<file path="config.mk">
export PLATFORM = sky130hd
export DESIGN_NAME = remap_extended_capability_report
export DESIGN_NICKNAME = d
export VERILOG_FILES = /design/src/remap_ecap_pkg.sv /design/src/remap_extended_capability_report.sv
export VERILOG_INCLUDE_DIRS = /design/src
export SDC_FILE = /design/constraint.sdc
export NUM_CORES = 1
export LEC_CHECK = 0
export BUFFER_PORTS_ARGS = -buffer_cell sky130_fd_sc_hd__buf_2
export CORE_UTILIZATION = 29
export CTS_CLUSTER_SIZE = 20
export DETAILED_ROUTE_END_ITERATION = 10
export GPL_TIMING_DRIVEN = 0
export PLACE_DENSITY = 0.83
export SLEW_MARGIN = 20
export SYNTH_ARGS = -nofsm -noshare
export SYNTH_HDL_FRONTEND = slang
export SYNTH_SLANG_ARGS = --single-unit
</file>
<file path="constraint.sdc">
create_clock -name clock_in -period 0.8 [get_ports clock_in]
set_input_delay 0.04 -clock clock_in [delete_from_list [all_inputs] [get_ports clock_in]]
set_output_delay 0.04 -clock clock_in [all_outputs]
set_load 0.005 [all_outputs]
</file>
<file path="src/remap_ecap_map.svh">
// Offsets, field positions and reset values of the extended capability
// register. Included by the package and the register block.
`ifndef REMAP_ECAP_MAP_SVH
`define REMAP_ECAP_MAP_SVH

// Byte offsets of the two 32-bit words of the 64-bit register
`define ECAP_OFFSET_LO      8'h10
`define ECAP_OFFSET_HI      8'h14
`define ADDR_WIDTH          8

// Reset value of the whole register
`define ECAP_RESET          64'h0000_0000_0000_1000

// Field positions
`define HANDLE_MASK_MSB     23
`define HANDLE_MASK_LSB     20
`define INV_UNIT_OFFSET_MSB 17
`define INV_UNIT_OFFSET_LSB 8
`define SNOOP_CONTROL_BIT   7
`define PASSTHROUGH_BIT     6
`define CACHING_HINT_BIT    5
`define EXT_INTR_ID_BIT     4
`define INTR_REMAP_BIT      3
`define ENDPOINT_CACHE_BIT  2
`define QUEUED_INVAL_BIT    1
`define COHERENT_WALK_BIT   0

// Reserved spans inside the low word
`define RSVD_TOP_MSB        31
`define RSVD_TOP_LSB        24
`define RSVD_MID_MSB        19
`define RSVD_MID_LSB        18

// Field defaults
`define MAX_HANDLE_MASK_RST 4'h0
`define INV_UNIT_OFFSET_RST 10'h010
`define INV_UNIT_STRIDE     4

`endif

</file>
<file path="src/remap_ecap_pkg.sv">
// Types for the extended capability register of the remapping unit.
// Includes remap_ecap_map.svh, but writes its own widths out as numbers.
`include "remap_ecap_map.svh"

package remap_ecap_pkg;

  // Register bus request, one cycle per strobe
  typedef struct packed {
    logic [7:0]  addr;
    logic [31:0] wdata;
    logic        write;
    logic        read;
  } reg_req_t;

  // Feature bits, packed in register order from bit 23 down to bit 0
  typedef struct packed {
    logic [3:0]  max_handle_mask;
    logic [1:0]  reserved_19_18;
    logic [9:0]  invalidation_unit_offset;
    logic        snoop_control_support;
    logic        passthrough_support;
    logic        caching_hint_support;
    logic        extended_interrupt_id_mode;
    logic        interrupt_remap_support;
    logic        endpoint_translation_cache_support;
    logic        queued_invalidation_support;
    logic        coherent_walk;
  } ecap_fields_t;

endpackage

</file>
<file path="src/remap_extended_capability_report.sv">
// Read-only 64-bit extended capability register of a DMA remapping unit.
// Assumes a single-cycle register master on clock_in; read data stand in
// the cycle after the read strobe and only there.
//
// Functional notes
// - 64-bit read-only register at 10h-17h, reset value 1000h.
// - Bits 23:20 give largest handle mask, default 0, valid with remapping.
// - Bits 17:8 give invalidation unit offset 010h, unit at base+16*value.
// - Last invalidation unit sits at base+16*offset+16*unit count.
// - Bit 7 reports snoop control support for entry snoop field.
// - Bit 6 reports pass-through translation type support.
// - Bit 5 reports caching hints; zero makes hint fields reserved.
// - Bit 4 reports 32-bit extended interrupt IDs, valid with remapping.
// - Bit 3 reports interrupt remapping; one requires queued invalidation.
// - Bit 2 reports endpoint translation caches; one requires queued inval.
// - Bit 1 reports queued invalidation support.
// - Bit 0 reports coherent structure reads; fault log writes coherent.
`timescale 1ns/100ps
`include "remap_ecap_map.svh"

module remap_extended_capability_report
  import remap_ecap_pkg::*;
(
  // Clock and reset
  input  wire logic        clock_in,
  input  wire logic        reset_in,
  // Register port
  input  wire logic [7:0]  addr_in,
  input  wire logic [31:0] wdata_in,
  input  wire logic        write_in,
  input  wire logic        read_in,
  output logic      [31:0] rdata_out,
  // Derived invalidation unit placement, byte offsets from register base
  input  wire logic [7:0]  invalidation_unit_count_in,
  output logic      [15:0] first_inv_unit_addr_out,
  output logic      [15:0] last_inv_unit_addr_out
);

  // Bus request gathered into one carrier
  reg_req_t    req;
  assign req = '{addr: addr_in, wdata: wdata_in,
                 write: write_in, read: read_in};

  // Capability fields; fixed by construction, so no flop can be upset.
  // Remapping and endpoint caches each need queued invalidation, so the
  // three stay zero together: raising either of the first two alone breaks a rule. Handle
  // mask and extended ID width mean nothing while remapping reads zero.
  ecap_fields_t fields;
  assign fields.max_handle_mask = `MAX_HANDLE_MASK_RST;
  assign fields.reserved_19_18 = 2'h0;
  assign fields.invalidation_unit_offset = `INV_UNIT_OFFSET_RST;
  assign fields.snoop_control_support = 1'b0;
  assign fields.passthrough_support = 1'b0;
  assign fields.caching_hint_support = 1'b0;
  assign fields.extended_interrupt_id_mode = 1'b0;
  assign fields.interrupt_remap_support = 1'b0;
  assign fields.endpoint_translation_cache_support = 1'b0;
  assign fields.queued_invalidation_support = 1'b0;
  assign fields.coherent_walk = 1'b0;

  // Full register image; upper 40 bits reserved zero
  logic [63:0] ecap_image;
  assign ecap_image = {40'h00_0000_0000, fields};

  // Address decode; unmapped addresses read zero
  logic        hit_lo;
  logic        hit_hi;
  logic [31:0] next_rdata;
  assign hit_lo = (req.addr == `ECAP_OFFSET_LO);
  assign hit_hi = (req.addr == `ECAP_OFFSET_HI);
  assign next_rdata = !req.read ? 32'h0000_0000 :
                      hit_lo    ? ecap_image[31:0] :
                      hit_hi    ? ecap_image[63:32] : 32'h0000_0000;

  // Invalidation unit placement: stride of 16 bytes per unit
  logic [15:0] next_first;
  logic [15:0] next_last;
  assign next_first = {2'h0, fields.invalidation_unit_offset, 4'h0};
  assign next_last  = next_first
                    + {4'h0, invalidation_unit_count_in, 4'h0};

  // Read data register; writes are ignored since nothing stores them
  always_ff @(posedge clock_in) begin
    if (reset_in) begin
      rdata_out <= 32'h0000_0000;
    end else begin
      rdata_out <= next_rdata;
    end
  end

  // Placement outputs registered to keep outputs flop-driven
  always_ff @(posedge clock_in) begin
    if (reset_in) begin
      first_inv_unit_addr_out <= 16'h0000;
      last_inv_unit_addr_out  <= 16'h0000;
    end else begin
      first_inv_unit_addr_out <= next_first;
      last_inv_unit_addr_out  <= next_last;
    end
  end

  // Helper: past_valid rises at the first edge after reset is released
  logic past_valid;
  always_ff @(posedge clock_in) begin
    if (reset_in) begin
      past_valid <= 1'b0;
    end else begin
      past_valid <= 1'b1;
    end
  end

  // Independent decode for the checks below, so a broken hit_lo or
  // hit_hi cannot hide behind the very logic it is meant to judge
  logic probe_read_low;
  logic probe_read_high;
  logic probe_read_other;
  assign probe_read_low   = read_in && (addr_in == `ECAP_OFFSET_LO);
  assign probe_read_high  = read_in && (addr_in == `ECAP_OFFSET_HI);
  assign probe_read_other = read_in && !probe_read_low && !probe_read_high;

  chk_low_word_read: assert property (
    @(posedge clock_in) disable iff (reset_in)
    (read_in && addr_in == 8'h10) |=> rdata_out == 32'h0000_1000)
    else $error("low word of capability register wrong");

  chk_high_word_zero: assert property (
    @(posedge clock_in) disable iff (reset_in)
    (read_in && addr_in == 8'h14) |=> rdata_out == 32'h0000_0000)
    else $error("high word of capability register not zero");

  chk_handle_mask_zero: assert property (
    @(posedge clock_in) disable iff (reset_in)
    (read_in && addr_in == 8'h10) |=> rdata_out[23:20] == 4'h0)
    else $error("handle mask field not default");

  chk_offset_field: assert property (
    @(posedge clock_in) disable iff (reset_in)
    (read_in && addr_in == 8'h10) |=> rdata_out[17:8] == 10'h010)
    else $error("invalidation unit offset wrong");

  chk_first_unit: assert property (
    @(posedge clock_in) disable iff (reset_in)
    past_valid |-> first_inv_unit_addr_out == 16'h0100)
    else $error("first invalidation unit address wrong");

  chk_last_unit: assert property (
    @(posedge clock_in) disable iff (reset_in)
    past_valid |=> last_inv_unit_addr_out ==
      16'h0100 + {4'h0, $past(invalidation_unit_count_in), 4'h0})
    else $error("last invalidation unit address wrong");

  chk_feature_bits: assert property (
    @(posedge clock_in) disable iff (reset_in)
    (read_in && addr_in == 8'h10) |=> rdata_out[7:0] == 8'h00)
    else $error("feature bits not at default");

  chk_queued_inval_dep: assert property (
    @(posedge clock_in) disable iff (reset_in)
    (fields.interrupt_remap_support
     || fields.endpoint_translation_cache_support)
    |-> fields.queued_invalidation_support)
    else $error("remap or endpoint cache without queued invalidation");

  chk_write_ignored: assert property (
    @(posedge clock_in) disable iff (reset_in)
    write_in ##1 (read_in && addr_in == 8'h10)
    |=> rdata_out == 32'h0000_1000)
    else $error("write altered capability register");

  chk_idle_zero: assert property (
    @(posedge clock_in) disable iff (reset_in)
    !read_in |=> rdata_out == 32'h0000_0000)
    else $error("read data not zero outside read answer");

  // Each feature bit on its own, so a failure names the field at fault
  chk_snoop_ctrl_bit: assert property (
    @(posedge clock_in) disable iff (reset_in)
    probe_read_low |=> !rdata_out[`SNOOP_CONTROL_BIT])
    else $error("snoop control support bit set");

  // Pass-through stays unsupported; software must not pick that type
  chk_passthrough_bit: assert property (
    @(posedge clock_in) disable iff (reset_in)
    probe_read_low |=> !rdata_out[`PASSTHROUGH_BIT])
    else $error("pass-through support bit set");

  // No hints, so allocation and eviction hint fields stay reserved
  chk_cache_hint_bit: assert property (
    @(posedge clock_in) disable iff (reset_in)
    probe_read_low |=> !rdata_out[`CACHING_HINT_BIT])
    else $error("caching hint support bit set");

  // Legacy 8-bit interrupt IDs only
  chk_ext_id_bit: assert property (
    @(posedge clock_in) disable iff (reset_in)
    probe_read_low |=> !rdata_out[`EXT_INTR_ID_BIT])
    else $error("extended interrupt ID bit set");

  // Interrupt remapping is not offered by this unit
  chk_remap_bit: assert property (
    @(posedge clock_in) disable iff (reset_in)
    probe_read_low |=> !rdata_out[`INTR_REMAP_BIT])
    else $error("interrupt remap support bit set");

  // No translation caches on the endpoint side
  chk_endpoint_cache_bit: assert property (
    @(posedge clock_in) disable iff (reset_in)
    probe_read_low |=> !rdata_out[`ENDPOINT_CACHE_BIT])
    else $error("endpoint translation cache bit set");

  // Queued invalidation is not offered
  chk_queued_inval_bit: assert property (
    @(posedge clock_in) disable iff (reset_in)
    probe_read_low |=> !rdata_out[`QUEUED_INVAL_BIT])
    else $error("queued invalidation bit set");

  // Structure reads are reported as non-snooped
  chk_coherent_walk_bit: assert property (
    @(posedge clock_in) disable iff (reset_in)
    probe_read_low |=> !rdata_out[`COHERENT_WALK_BIT])
    else $error("coherent walk bit set");

  // Remapping reported without queued invalidation would be illegal
  chk_remap_needs_queue: assert property (
    @(posedge clock_in) disable iff (reset_in)
    probe_read_low |=> (!rdata_out[`INTR_REMAP_BIT]
                        || rdata_out[`QUEUED_INVAL_BIT]))
    else $error("remap support without queued invalidation");

  // The same holds for translation caches in endpoints
  chk_endpoint_needs_queue: assert property (
    @(posedge clock_in) disable iff (reset_in)
    probe_read_low |=> (!rdata_out[`ENDPOINT_CACHE_BIT]
                        || rdata_out[`QUEUED_INVAL_BIT]))
    else $error("endpoint caches without queued invalidation");

  // Reserved bits 19:18 of the low word read zero
  chk_reserved_mid: assert property (
    @(posedge clock_in) disable iff (reset_in)
    probe_read_low |=> rdata_out[`RSVD_MID_MSB:`RSVD_MID_LSB] == 2'h0)
    else $error("reserved bits 19:18 not zero");

  // Reserved bits 31:24 of the low word read zero
  chk_reserved_top: assert property (
    @(posedge clock_in) disable iff (reset_in)
    probe_read_low |=> rdata_out[`RSVD_TOP_MSB:`RSVD_TOP_LSB] == 8'h00)
    else $error("reserved bits 31:24 not zero");

  // Any address outside the register pair answers zero
  chk_unmapped_zero: assert property (
    @(posedge clock_in) disable iff (reset_in)
    probe_read_other |=> rdata_out == 32'h0000_0000)
    else $error("unmapped address read not zero");

  // A write alone leaves nothing on the read data lines
  chk_write_silent: assert property (
    @(posedge clock_in) disable iff (reset_in)
    (write_in && !read_in) |=> rdata_out == 32'h0000_0000)
    else $error("write produced read data");

  // Reset drives every output to zero at the next edge, read or not
  chk_reset_clears: assert property (
    @(posedge clock_in)
    reset_in |=> (rdata_out == 32'h0000_0000
                  && first_inv_unit_addr_out == 16'h0000
                  && last_inv_unit_addr_out == 16'h0000))
    else $error("outputs not cleared by reset");

  // Offset is fixed, so the first unit address never moves after reset
  chk_first_stable: assert property (
    @(posedge clock_in) disable iff (reset_in)
    past_valid |=> $stable(first_inv_unit_addr_out))
    else $error("first invalidation unit address moved");

  // The last unit never sits below the first; a wrap would break this
  chk_last_order: assert property (
    @(posedge clock_in) disable iff (reset_in)
    past_valid |-> last_inv_unit_addr_out >= first_inv_unit_addr_out)
    else $error("last invalidation unit below first");

  // The assembled image must equal the fixed reset value
  chk_image_value: assert property (
    @(posedge clock_in) disable iff (reset_in)
    ecap_image == `ECAP_RESET)
    else $error("register image differs from its fixed value");

  cov_read_low: cover property (
    @(posedge clock_in) disable iff (reset_in)
    read_in && addr_in == 8'h10);

  cov_read_high: cover property (
    @(posedge clock_in) disable iff (reset_in)
    read_in && addr_in == 8'h14);

  cov_write_then_read: cover property (
    @(posedge clock_in) disable iff (reset_in)
    (write_in && addr_in == 8'h10) ##1 (read_in && addr_in == 8'h10));

  // Reads of both words with no gap between the strobes
  cov_back_to_back: cover property (
    @(posedge clock_in) disable iff (reset_in)
    probe_read_low ##1 probe_read_high);

  // A write of all ones, the value most likely to leave a trace
  cov_write_ones: cover property (
    @(posedge clock_in) disable iff (reset_in)
    req.write && req.wdata == 32'hFFFF_FFFF);

endmodule

</file>
==> metrics.cfg <==
[cells_and_area]
n_fill_cell=238
nets=229
synthToLayoutAreaGrowth_pct=61.2
final_core_utilization_pct=49.9
final_layout_size_suffix_gt1_share_pct=50.3
insertedDiodeCount=0

[floorplan]
dieHeight_microns=53.4
initial_core_util_pct=31.0
io_pins=116
rows=18
die_area_sq_um=2850
dieWidth_microns=53.4
coreArea_sq_um=2480

[sta]
setup_ws_ps=68.1
timing.final.crit_share_pct=91.5
fin_setup_tns_ps=0
fin_crit_ps=732
final-hold-violation-count=0
hold_slack_ps=58.2
setup_viol=0
rsz0062_at_grt=false
max_freq_mhz=1370
drv_slew=0

[power]
power_frac_seq_pct=43.2
combPwrFrac_pct=30.3
p_int_mw=1.03
irDropWorstVdd_mv=0.882
p_sw_share_pct=23.6
clock_power_share_pct=26.5
switchingPower_uw=318
p_leak_nw=0.784
power.density_nw_per_um2=1090
power_mw=1.35

[yosys]
seq_area_frac_synth_pct=28.7
synth_top_area_share_pct=51.9
yosys.area.top_type=buf_4
synth_area_leaders=buf_4 52%, dfxtp_1 29%, nor2b_1 4.9%, mux2_4 2.0%, nor4b_2 2.0%
netlist-cell-type-count=15
syn_avg_cell_area_sq_um=9.13
yosysWarnings=0
synth_seq_cells=11
async_flop_share_pct=0
synth_edf_count=0
ys.flop_type=dfxtp_1
netlist_instances=84
yosysMostFrequentCell=buf_4
synthTopCellsByCount=53 x buf_4, 11 x dfxtp_1, 6 x nor2b_1
synth_area_sq_um=767

[global_routing]
grt_use_total_pct=7.74
grt_max_degree=10
grt_pass1_wl_mm=1.55
antenna_found_initial=0
overflow=0
grt_pass1_vias=442

[routing]
drc=0
dr.pass1.iters=4
ant_nets=0
routedWlPerCell_microns=6.35
via_count=627
viasPerCell=3.06
finalWirelength_mm=1.30
first_iter_violations=4

[min_path]
hold_start=read_in
hold_path.class=primary input to flip-flop
whs_endpoint=rdata_out[12]
whs_path_depth=2

[worst_setup_path]
worstSetupStartpointType=flip-flop
critical_path_class=flip-flop to output pin
path_depth=1
cp_data_required_time_ps=760
cp-end-kind=output pin
cpMaxStageDelayCell=dfxtp_1
cpLargestDelayFamily=flip-flops
critPathArrivalTime_ps=690
worstPathCellList=buf_2
slowest_delay_ps=320
cp_num_buf_inv=1
path_max_fanout=1

[place]
place_congestion=0.666
dp_slack_ps=74.0
port_buffers=28

[clock_tree]
clkSinkCount=11
cts_tree=built
clk_pin_slew_worst_paths_ps=60
cts_buffers=3
cts_buffer_depth=2
post_cts.repair.setup_buffers=0
cts_root_buf=clkbuf_4
htree_levels=1

[status]
status=complete, no violations

[job]
cap_violations=0

[state kept, by name, summed over array words and instances, names as in the netlist]
signal	cells
last_inv_unit_addr_out	9
first_inv_unit_addr_out	1
rdata_out	1
[per-layer routing]
layer / up-vias / wire (microns) / global-route usage, % / part of all wire [%]
met5: - / 0 / 0 / 0
met4: 0 / 19 / 6.58 / 1.5
met3: 2 / 202 / 1.44 / 16
met2: 48 / 722 / 17.5 / 55
met1: 240 / 358 / 4.55 / 28
li1: 337 / - / - / -
[power by group through the flow]
stage	Sequential [mW]	Clock [mW]	Combinational, mW
6_report	0.582	0.358	0.408
5_1_grt	0.584	0.394	0.456
4_1_cts	0.582	0.368	0.396
3_5_place_dp	0.594	0	0.370
3_3_place_gp	0.593	0	0.365
2_1_floorplan	0.600	0	0.286
[what timing repair did]
| action | in CTS | in global routing |
|---|---|---|
| hold buffers | 7 | 0 |
| endpoints found under the hold margin | 8 | 0 |
| gates resized for setup | 0 | 0 |
[placed cells by master (no fill, tap or decap)]
master and n:
and4_1 1, and4_2 1, buf_2 28, buf_4 53, buf_6 1, clkbuf_1 1
clkbuf_4 3, conb_1 53, dfxtp_1 11, dlygate4sd3_1 7, ha_1 1, inv_1 1
mux2_4 1, nand3_1 1, nor2_1 3, nor2b_1 6, nor4_1 1, nor4b_2 1
xnor2_1 1
[logic make-up after synthesis]
group | Yosys count | synth area share (%)
xor+xnor | 1 | 1.14
fa+ha+maj | 1 | 1.63
buf+inv | 55 | 53.8
flops | 11 | 28.7
mux | 1 | 1.96
other cells | 1 | 0.489
simple gates | 14 | 12.2
[per-stage QoR]
step	cells	instance area, sq um
floorplan	136	962
global placement	194	1140
detailed placement	194	1140
CTS	205	1240
global route	205	1240
finish	205	1240
[worst max-delay path by stage]
stage	from	slack [ps]	endpoint
finish	last_inv_unit_addr_out[12]	70	last_inv_unit_addr_out[12]
global route	last_inv_unit_addr_out[7]	40	last_inv_unit_addr_out[7]
CTS	last_inv_unit_addr_out[12]	60	last_inv_unit_addr_out[12]
detailed placement	addr_in[1]	70	rdata_out[12]
global placement	addr_in[1]	100	rdata_out[12]
floorplan	reset_in	260	last_inv_unit_addr_out[11]
[final cells by class]
type | count | area, sq um | area share, %
inverters | 1 | 3.75 | 0.304
flip-flops and latches | 11 | 220 | 17.8
well taps | 30 | 37.5 | 3.04
clock buffers | 4 | 26.3 | 2.13
plain buffers | 54 | 409 | 33.1
multi-input cells | 70 | 329 | 26.6
repair buffers | 35 | 210 | 17.0
Note: power is estimated with default switching activity, not from simulation.
